File: src/hw/oss_defs.vh
// constants for the oscillator and system clock source control block
`ifndef OSS_DEFS_VH
`define OSS_DEFS_VH

// register bus geometry
`define OSS_ADDR_W 4
`define OSS_DATA_W 8

// register offsets
`define OSS_OFF_SYS_MODE 4'h0
`define OSS_OFF_SPECIAL 4'h1
`define OSS_OFF_TIMEBASE 4'h2
`define OSS_OFF_STATUS 4'h3

// system_mode_reg fields
`define OSS_SM_DIV_HI 7
`define OSS_SM_DIV_LO 5
`define OSS_SM_FAST_WAKE 4
`define OSS_SM_SLOW_RDY 3
`define OSS_SM_FAST_RDY 2
`define OSS_SM_IDLE_EN 1
`define OSS_SM_FAST_SLOW 0

// reset values
`define OSS_RST_DIV 3'h7
`define OSS_RST_FAST_WAKE 1'b0
`define OSS_RST_IDLE_EN 1'b1
`define OSS_RST_FAST_SLOW 1'b0
`define OSS_RST_PWM_EN 1'b0
`define OSS_RST_QUICK 1'b1

// special_control_reg and timebase_control_reg fields
`define OSS_SC_PWM_EN 0
`define OSS_TB_QUICK 0

// clock source selection codes; 2..7 are the divider codes themselves
`define OSS_SEL_SUB 3'h0
`define OSS_SEL_FULL 3'h1
`define OSS_SEL_TOP 3'h7

// start-up edge counts of the oscillators
`define OSS_CNT_W 13
`define OSS_FAST_START 13'h0400
`define OSS_WATCH_QUICK 13'h0400
`define OSS_WATCH_LOWPWR 13'h1000

`endif

File: src/hw/oss_sync.v
// three-stage synchroniser with agreement filter for oscillator inputs
`timescale 1ns/1ps
`default_nettype none

module oss_sync #(
  parameter WIDTH = 4
) (
  // clock and reset
  input wire clk,
  input wire rst_n,
  // asynchronous inputs and filtered result
  input wire [WIDTH-1:0] async_in,
  output wire [WIDTH-1:0] sync_out
);

  genvar i;
  generate
    for (i = 0; i < WIDTH; i = i + 1)
    begin : g_bit
      reg s1_q;
      reg s2_q;
      reg s3_q;
      reg out_q;
      always @(posedge clk)
      begin
        if (!rst_n)
        begin
          s1_q <= 1'b0;
          s2_q <= 1'b0;
          s3_q <= 1'b0;
          out_q <= 1'b0;
        end
        else
        begin
          s1_q <= async_in[i];
          s2_q <= s1_q;
          s3_q <= s2_q;
          // a change counts only once the last two stages agree
          if (s2_q == s3_q)
            out_q <= s3_q;
        end
      end
      assign sync_out[i] = out_q;
    end
  endgenerate

endmodule // oss_sync

`default_nettype wire

File: src/hw/oss_clock_ctrl.v
// oscillator selection and glitch-free system clock source switching
//
// Behaviour
// - the system clock comes from the fast or slow source per a select bit and a 3-bit divider, changeable at run time.
// - the fast source is the external crystal or the internal trimmed RC (8/12/16 MHz), by configuration.
// - the slow source is the internal 32 kHz RC or the 32.768 kHz watch crystal, by configuration.
// - with its enable set the crystal-frequency signal drives the shared output pins while the fast crystal runs, else low; otherwise the output is off.
// - the watch crystal runs low-power when the start-mode bit is 0 and quick-start when it is 1.
// - once the watch crystal runs, clearing the start-mode bit keeps it running at lower current.
// - the watch crystal works whatever the start-mode bit holds; low power only lengthens start-up.
// - when the watch crystal is not configured, its two pins are released to general-purpose use.
// - sleep stops the system clock, and idle does too unless fsys_on_idle is set; the slow clock keeps timers going in idle or with wdt_on_sub set.
// - the oscillators also supply the watchdog and time base clocks.
// - the watch crystal is not treated as usable until its start-up delay has passed.
// - with the select bit 0, divider codes 000/001 pick the slow clock and 010..111 the fast clock /64../2.
// - after the system clock moves from fast to slow, the fast oscillator stops and no divided fast clocks remain.
`timescale 1ns/1ps
`default_nettype none
`include "oss_defs.vh"

module oss_clock_ctrl #(
  parameter [`OSS_CNT_W-1:0] FAST_START_EDGES = `OSS_FAST_START,
  parameter [`OSS_CNT_W-1:0] WATCH_QUICK_EDGES = `OSS_WATCH_QUICK,
  parameter [`OSS_CNT_W-1:0] WATCH_LOWPWR_EDGES = `OSS_WATCH_LOWPWR
) (
  // clock and reset
  input wire clk,
  input wire rst_n,
  // register port
  input wire [`OSS_ADDR_W-1:0] reg_addr,
  input wire [`OSS_DATA_W-1:0] reg_wdata,
  input wire reg_wr,
  input wire reg_rd,
  output wire [`OSS_DATA_W-1:0] reg_rdata,
  // configuration options, caught while reset is held
  input wire cfg_fast_is_xtal,
  input wire cfg_slow_is_xtal,
  input wire [1:0] cfg_rc_freq,
  // power state
  input wire halt,
  input wire fsys_on_idle,
  input wire wdt_on_sub,
  // raw oscillator outputs
  input wire ext_fast_crystal_clk,
  input wire int_fast_rc_clk,
  input wire ext_watch_crystal_clk,
  input wire int_slow_rc_clk,
  // oscillator controls
  output wire ext_fast_crystal_en,
  output wire int_fast_rc_en,
  output wire [1:0] int_fast_rc_freq,
  output wire ext_watch_crystal_en,
  output wire watch_xtal_quick_start,
  output wire int_slow_rc_en,
  // pin ownership
  output wire fast_xtal_pins_osc,
  output wire watch_xtal_pins_osc,
  output wire crystal_pwm_pin_o,
  output wire crystal_pwm_pin_oe_n,
  // generated clocks
  output wire sys_clk_out,
  output wire sub_clk_out,
  output wire wdt_clk_out,
  output wire timebase_clk_out
);

  localparam [1:0] ST_RUN = 2'h0;
  localparam [1:0] ST_DRAIN = 2'h1;
  localparam [1:0] ST_WAIT = 2'h2;

  // configuration latched at reset
  reg cfg_fast_q;
  reg cfg_slow_q;
  reg [1:0] cfg_freq_q;

  // software registers
  reg [2:0] div_sel_q;
  reg fast_wake_q;
  reg idle_en_q;
  reg fast_slow_q;
  reg pwm_en_q;
  reg quick_q;
  reg [`OSS_DATA_W-1:0] rdata_q;

  // oscillator state
  reg fast_en_q;
  reg xtal_en_q;
  reg rc_en_q;
  reg slow_rc_en_q;
  reg [`OSS_CNT_W-1:0] fast_cnt_q;
  reg fast_rdy_q;
  reg [`OSS_CNT_W-1:0] watch_cnt_q;
  reg watch_rdy_q;
  reg fh_q;
  reg fsub_q;
  reg [5:0] div_q;

  // switcher state
  reg [1:0] st_q;
  reg [1:0] st_d;
  reg [2:0] cur_sel_q;
  reg [2:0] cur_sel_d;
  reg [2:0] nxt_sel_q;
  reg [2:0] nxt_sel_d;
  reg lvl_q;
  reg sys_q;
  reg sys_d;
  reg sub_q;
  reg pwm_q;
  reg pwm_oe_n_q;

  wire [3:0] osc_raw;
  wire [3:0] osc_s;

  assign osc_raw = {int_slow_rc_clk, ext_watch_crystal_clk, int_fast_rc_clk, ext_fast_crystal_clk};

  oss_sync #(
    .WIDTH(4)
  ) u_sync (
    .clk(clk),
    .rst_n(rst_n),
    .async_in(osc_raw),
    .sync_out(osc_s)
  );

  // source muxing by configuration
  wire fh;
  wire fsub;
  wire slow_rdy;
  assign fh = cfg_fast_q ? osc_s[0] : osc_s[1];
  assign fsub = cfg_slow_q ? osc_s[2] : osc_s[3];
  // the internal slow RC needs no start-up wait; the crystal does
  assign slow_rdy = cfg_slow_q ? watch_rdy_q : 1'b1;

  // wanted source from the select bit and divider code
  wire [2:0] want_sel;
  wire fast_pending;
  wire [2:0] eff_sel;
  assign want_sel = fast_slow_q ? `OSS_SEL_FULL :
                    (div_sel_q[2:1] == 2'b00) ? `OSS_SEL_SUB : div_sel_q;
  // fast wake-up: run from the slow clock until the fast crystal is ready
  assign fast_pending = fast_wake_q & cfg_fast_q & (want_sel != `OSS_SEL_SUB) & ~fast_rdy_q;
  assign eff_sel = fast_pending ? `OSS_SEL_SUB : want_sel;

  // power state decode
  wire idle1;
  wire sys_run;
  wire sub_run;
  wire need_fast;
  wire fast_en_d;
  assign idle1 = halt & idle_en_q & fsys_on_idle;
  assign sys_run = ~halt | idle1;
  assign sub_run = ~halt | idle_en_q | wdt_on_sub;
  // fast oscillator is kept while it is wanted or something still runs from it
  assign need_fast = (want_sel != `OSS_SEL_SUB) | (cur_sel_q != `OSS_SEL_SUB) |
                     (st_q != ST_RUN);
  assign fast_en_d = need_fast & (~halt | idle1);

  // level of a selected source
  function sel_level;
    input [2:0] sel;
    input sub_lvl;
    input fast_lvl;
    input [5:0] div;
    begin
      if (sel == `OSS_SEL_SUB)
        sel_level = sub_lvl;
      else if (sel == `OSS_SEL_FULL)
        sel_level = fast_lvl;
      else
        sel_level = div[`OSS_SEL_TOP - sel];
    end
  endfunction

  wire cur_lvl;
  wire nxt_lvl;
  wire nxt_rdy;
  assign cur_lvl = sel_level(cur_sel_q, fsub, fh, div_q);
  assign nxt_lvl = sel_level(nxt_sel_q, fsub, fh, div_q);
  assign nxt_rdy = (nxt_sel_q == `OSS_SEL_SUB) ? slow_rdy : fast_rdy_q;

  // glitch-free switch: finish the old high phase, hold low, join the new
  // source only at one of its rising edges; costs up to two periods of dead time
  always @*
  begin
    st_d = st_q;
    cur_sel_d = cur_sel_q;
    nxt_sel_d = nxt_sel_q;
    sys_d = 1'b0;
    case (st_q)
      ST_RUN:
      begin
        // rises only on a source edge, so a resume never cuts a high phase short
        sys_d = cur_lvl & (sys_q | (sys_run & ~lvl_q));
        if (eff_sel != cur_sel_q)
        begin
          nxt_sel_d = eff_sel;
          st_d = ST_DRAIN;
        end
      end
      ST_DRAIN:
      begin
        sys_d = sys_q & cur_lvl;
        if (!sys_q)
        begin
          cur_sel_d = nxt_sel_q;
          st_d = ST_WAIT;
        end
      end
      ST_WAIT:
      begin
        if (nxt_rdy && !nxt_lvl)
          st_d = ST_RUN;
      end
      default:
      begin
        st_d = ST_RUN;
      end
    endcase
  end

  // read mux
  wire [`OSS_DATA_W-1:0] sm_val;
  wire [`OSS_DATA_W-1:0] status_val;
  assign sm_val = {div_sel_q, fast_wake_q, slow_rdy, fast_rdy_q, idle_en_q, fast_slow_q};
  assign status_val = {1'b0, st_q, cur_sel_q, cfg_slow_q, cfg_fast_q};

  // configuration capture and software registers
  always @(posedge clk)
  begin
    if (!rst_n)
    begin
      // option bits are static straps; caught while reset is held
      cfg_fast_q <= cfg_fast_is_xtal;
      cfg_slow_q <= cfg_slow_is_xtal;
      // own flop so the enable pin comes straight from a register
      slow_rc_en_q <= ~cfg_slow_is_xtal;
      cfg_freq_q <= cfg_rc_freq;
      div_sel_q <= `OSS_RST_DIV;
      fast_wake_q <= `OSS_RST_FAST_WAKE;
      idle_en_q <= `OSS_RST_IDLE_EN;
      fast_slow_q <= `OSS_RST_FAST_SLOW;
      pwm_en_q <= `OSS_RST_PWM_EN;
      quick_q <= `OSS_RST_QUICK;
      rdata_q <= {`OSS_DATA_W{1'b0}};
    end
    else
    begin
      if (reg_wr)
      begin
        case (reg_addr)
          `OSS_OFF_SYS_MODE:
          begin
            div_sel_q <= reg_wdata[`OSS_SM_DIV_HI:`OSS_SM_DIV_LO];
            fast_wake_q <= reg_wdata[`OSS_SM_FAST_WAKE];
            idle_en_q <= reg_wdata[`OSS_SM_IDLE_EN];
            fast_slow_q <= reg_wdata[`OSS_SM_FAST_SLOW];
          end
          `OSS_OFF_SPECIAL:
          begin
            pwm_en_q <= reg_wdata[`OSS_SC_PWM_EN];
          end
          `OSS_OFF_TIMEBASE:
          begin
            quick_q <= reg_wdata[`OSS_TB_QUICK];
          end
          default:
          begin
          end
        endcase
      end
      // read data stand only in the cycle after the strobe
      if (reg_rd)
      begin
        case (reg_addr)
          `OSS_OFF_SYS_MODE: rdata_q <= sm_val;
          `OSS_OFF_SPECIAL: rdata_q <= {{(`OSS_DATA_W-1){1'b0}}, pwm_en_q};
          `OSS_OFF_TIMEBASE: rdata_q <= {{(`OSS_DATA_W-1){1'b0}}, quick_q};
          `OSS_OFF_STATUS: rdata_q <= status_val;
          default: rdata_q <= {`OSS_DATA_W{1'b0}};
        endcase
      end
      else
      begin
        rdata_q <= {`OSS_DATA_W{1'b0}};
      end
    end
  end

  // oscillator start-up tracking and fast divider
  always @(posedge clk)
  begin
    if (!rst_n)
    begin
      fast_en_q <= 1'b0;
      xtal_en_q <= 1'b0;
      rc_en_q <= 1'b0;
      fast_cnt_q <= {`OSS_CNT_W{1'b0}};
      fast_rdy_q <= 1'b0;
      watch_cnt_q <= {`OSS_CNT_W{1'b0}};
      watch_rdy_q <= 1'b0;
      fh_q <= 1'b0;
      fsub_q <= 1'b0;
      div_q <= 6'h00;
    end
    else
    begin
      fast_en_q <= fast_en_d;
      xtal_en_q <= fast_en_d & cfg_fast_q;
      rc_en_q <= fast_en_d & ~cfg_fast_q;
      fh_q <= fh;
      fsub_q <= fsub;
      if (!fast_en_q)
      begin
        // a stopped fast oscillator leaves no divided clocks behind
        fast_cnt_q <= {`OSS_CNT_W{1'b0}};
        fast_rdy_q <= 1'b0;
        div_q <= 6'h00;
      end
      else if (fh && !fh_q)
      begin
        div_q <= div_q + 6'h01;
        if (fast_cnt_q == FAST_START_EDGES)
          fast_rdy_q <= 1'b1;
        else
          fast_cnt_q <= fast_cnt_q + {{(`OSS_CNT_W-1){1'b0}}, 1'b1};
      end
      // watch crystal counts its own edges; low power needs the longer wait
      if (cfg_slow_q && !watch_rdy_q && osc_s[2] && !fsub_q)
      begin
        if (watch_cnt_q >= (quick_q ? WATCH_QUICK_EDGES : WATCH_LOWPWR_EDGES))
          watch_rdy_q <= 1'b1;
        else
          watch_cnt_q <= watch_cnt_q + {{(`OSS_CNT_W-1){1'b0}}, 1'b1};
      end
    end
  end

  // switcher and clock outputs
  always @(posedge clk)
  begin
    if (!rst_n)
    begin
      st_q <= ST_WAIT;
      cur_sel_q <= `OSS_SEL_SUB;
      nxt_sel_q <= `OSS_SEL_SUB;
      lvl_q <= 1'b0;
      sys_q <= 1'b0;
      sub_q <= 1'b0;
      pwm_q <= 1'b0;
      pwm_oe_n_q <= 1'b1;
    end
    else
    begin
      st_q <= st_d;
      cur_sel_q <= cur_sel_d;
      nxt_sel_q <= nxt_sel_d;
      lvl_q <= cur_lvl;
      sys_q <= sys_d;
      // slow clock for watchdog, time base and timers, gated the same way
      sub_q <= slow_rdy & fsub & (sub_q | (sub_run & ~fsub_q));
      // crystal-frequency copy only while the fast crystal really runs
      pwm_q <= pwm_en_q & cfg_fast_q & fast_en_q & osc_s[0];
      pwm_oe_n_q <= ~pwm_en_q;
    end
  end

  // outputs
  assign reg_rdata = rdata_q;
  assign ext_fast_crystal_en = xtal_en_q;
  assign int_fast_rc_en = rc_en_q;
  assign int_fast_rc_freq = cfg_freq_q;
  assign ext_watch_crystal_en = cfg_slow_q;
  assign watch_xtal_quick_start = quick_q;
  assign int_slow_rc_en = slow_rc_en_q;
  assign fast_xtal_pins_osc = cfg_fast_q;
  assign watch_xtal_pins_osc = cfg_slow_q;
  assign crystal_pwm_pin_o = pwm_q;
  assign crystal_pwm_pin_oe_n = pwm_oe_n_q;
  assign sys_clk_out = sys_q;
  assign sub_clk_out = sub_q;
  assign wdt_clk_out = sub_q;
  assign timebase_clk_out = sub_q;

endmodule // oss_clock_ctrl

`default_nettype wire

File: config.mk
export PLATFORM = sky130hd
export DESIGN_NAME = oss_clock_ctrl
export DESIGN_NICKNAME = d
export VERILOG_FILES = /design/src/hw/oss_sync.v /design/src/hw/oss_clock_ctrl.v
export VERILOG_INCLUDE_DIRS = /design/src /design/src/hw
export SDC_FILE = /design/constraint.sdc
export NUM_CORES = 1
export LEC_CHECK = 0
export BUFFER_PORTS_ARGS = -buffer_cell sky130_fd_sc_hd__buf_2
export CORE_MARGIN = 3
export CORE_UTILIZATION = 40
export DETAILED_ROUTE_END_ITERATION = 10
export PLACE_DENSITY = 0.6
export SETUP_SLACK_MARGIN = 0.3
export SLEW_MARGIN = 5
export SYNTH_ARGS = -nofsm -noshare
export SYNTH_HDL_FRONTEND = slang
export SYNTH_SLANG_ARGS = --single-unit
File: constraint.sdc
create_clock -name clk -period 1.9 [get_ports clk]
set_input_delay 0.19 -clock clk [delete_from_list [all_inputs] [get_ports clk]]
set_output_delay 0.19 -clock clk [all_outputs]
set_load 0.1 [all_outputs]
==> metrics <==
Primary FF master, synth dfxtp_1; worst setup margin between 0.2 and 0.25 ns; area grow syn2layout 28.2%; Final Hold Viols 0; Mapped Nets around 430; Placed Area approximately 0.0043 mm²; vias 2955; Final TNS setup 0 ns; Core Area 0.00893 mm²; Period Utilization, post-route between 80 and 90%; CTS sink cnt slightly below 90; synthesized area per cell between 9 and 10 µm²; Slew @ Worst Pin between 0.6 and 0.7 ns; Worst Path Arrival 1.94 ns; max-slew violation count 0; DRC viols 0; clk_lat worst skew 0.35 ns; drt pass-1 iters 4; average wire per standard cell around 14 µm; Leak Pwr ~1.8 nW; WP data required about 2.2 ns; post-route cell area a little under 0.005 mm²; FMAX around 600 MHz; CP startpoint kind flip-flop; Slew HR about 55%; ys async rst share 0%; Power Density 781 mW/mm²; Via density between 5 and 6; sequential share of the synthesized area about half; Worst setup EP type flip-flop; ratio of cells with drive above 1 in the final layout 33.0%; die area between 0.01 and 0.015 mm²; gr usage total ~16%; remaining global-route overflow 0; RSZ-0062 raised after global routing true; number of global-route vias before repair about 2900; hold slack ~0.013 ns; max_cap viols 0; Initial Util a little over two fifths; HP Class input pin to flip-flop; n_diodes 0; initial antenna violation count 0; flip-flop and latch count after synthesis 89; final net count about 500; Place WS 0.185 ns; Die Y between 100 and 150 µm; commonest non-fill, non-tap cell in the layout dfxtp_1; Synthesis Warnings 0; Site Rows 34; maximum VDD drop ~0.32 mV; outcome finished clean; global-route wire length before repair approximately 14 mm; final setup vio count 0; clock root buffer clkbuf_8; Post-DRT Antenna Nets 0; Placed Instances 547; hold bufs inserted after CTS 0; CTS buffer count 9; H-tree Lvls 3; die width about 100 µm; Min Clock Period, post-route 1.67 ns; I/O Pins 50; non-filler instance count after layout 577; initial DRC count 90; most frequent cells in the layout 75 x dfxtp_1, 54 x nor2_1, 47 x buf_2, 31 x nand2_1, 24 x buf_4; Finished Core Util a little over half; largest net degree at the start of global routing 30; CTS tree built; Min-Delay Path Depth 1; PnR Total Power 3.78 mW; path depth of the worst reg2reg path 5; mapped cell area ~0.0038 mm²; Max FO, Critical Path 4; CTS Buffer Depth 2; GPL Wtd Cong around 0.81; routed wire length roughly 8.3 mm; EDFF count, synth 5; critical path class flip-flop to flip-flop; DPL Wire Length between 5 and 6 mm; IO buf count between 40 and 50; clock slew at reported path FFs ~0.090 ns; Layout Skew around 0.012 ns; Mapped Cells between 300 and 400; Unique masters post-synth 52
power breakdown:
part	total, mW	internal (mW)	switching (mW)
combinational	0.361	0.133	0.228
clock	1.43	0.748	0.679
sequential	1.99	1.93	0.0583
total	3.78	2.81	0.965
metal layers:
layer / global-route usage [%] / wire length, µm / up-vias
met5: 0 / 0 / -
met4: 6.97 / 162 / 0
met3: 2.57 / 336 / 14
met2: 25.7 / 3900 / 68
met1: 22.5 / 3910 / 1367
li1: - / - / 1506
critical path, cell delays in order, from the launching register on:
cell	delay (ns)
edfxtp_1	0.45
buf_6	0.17
and3b_2	0.25
o31a_1	0.30
o21ai_4	0.22
mux2i_1	0.20
worst paths after layout:
path / start / endpoint / slack (ns)
max: fast_xtal_pins_osc$_DFFE_PN_ / nxt_sel_q[0]$_SDFFE_PN0P_ / 0.23
max reg2reg: fast_xtal_pins_osc$_DFFE_PN_ / nxt_sel_q[0]$_SDFFE_PN0P_ / 0.23
min: cfg_rc_freq[1] / int_fast_rc_freq[1]$_DFFE_PN_ / 0.01
min reg2reg: u_sync.g_bit[1].s1_q$_SDFF_PN0_ / u_sync.g_bit[1].s2_q$_SDFF_PN0_ / 0.44
cell families (layout without fill, tap and decap cells):
| family | count (synthesis) | in the layout | synth area share (%) |
|---|---|---|---|
| and+or+nand+nor | 180 | 180 | 25.3 |
| xor gates and xnor gates | 30 | 30 | 6.96 |
| adders and majority gates | 7 | 7 | 2.32 |
| DFF | 89 | 89 | 48.5 |
| buffers and inverters | 25 | 103 | 2.82 |
| AOI/OAI and AO/OA | 42 | 42 | 7.89 |
| muxes | 18 | 18 | 6.20 |
cells in the mapped netlist, types with 2 or more instances:
cell type  number  area share (%)
a21oi_1        14             1.9
a22oi_1         6             1.2
a31oi_1         3            0.50
a41oi_1         2            0.46
and2_1         17             2.8
and3_1          6            0.99
and4_1          2            0.46
buf_1           2            0.20
buf_4           3            0.60
clkbuf_1       10            0.99
dfxtp_1        84              45
edfxtp_1        5             4.0
ha_1            7             2.3
inv_1           8            0.80
mux2_2          3            0.90
mux2i_1        11             2.9
mux4_2          3             1.8
nand2_1        34             3.4
nand3_1        27             3.6
nand4_1         7             1.2
nand4b_1        2            0.46
nor2_1         56             5.6
nor2b_1         2            0.33
nor3_1          5            0.66
nor3b_1         3            0.60
nor4_1          5            0.83
nor4_4          2             1.1
nor4b_1         2            0.46
nor4bb_1        2            0.53
o21ai_0         7            0.93
or3_1           2            0.33
xnor2_1        12             2.8
xor2_1         18             4.2
area by class of cell:
type	count	area, µm²
fill	801	4090
timing repair buffer	78	494
inverter	9	33.8
clock buffer	10	128
multi-input combinational	277	2110
sequential	89	1850
tap	108	135
clock inverter	6	92.6
state kept, by name, indices dropped and copies added, names as in the netlist, 2 cells and up:
name / cells
cur_sel_q: 3
div_q: 6
div_sel_q: 3
fast_cnt_q: 13
int_fast_rc_freq: 2
nxt_sel_q: 3
reg_rdata: 8
st_q: 2
u_sync.g_bit.out_q: 4
u_sync.g_bit.s1_q: 4
u_sync.g_bit.s2_q: 4
u_sync.g_bit.s3_q: 4
watch_cnt_q: 13
what timing repair did:
action,CTS,global route
pin swaps,19,15
endpoints found under the setup margin,31,36
resized for setup,21,32
buffers inserted,12,2
Power figures use the tool's default switching activity.
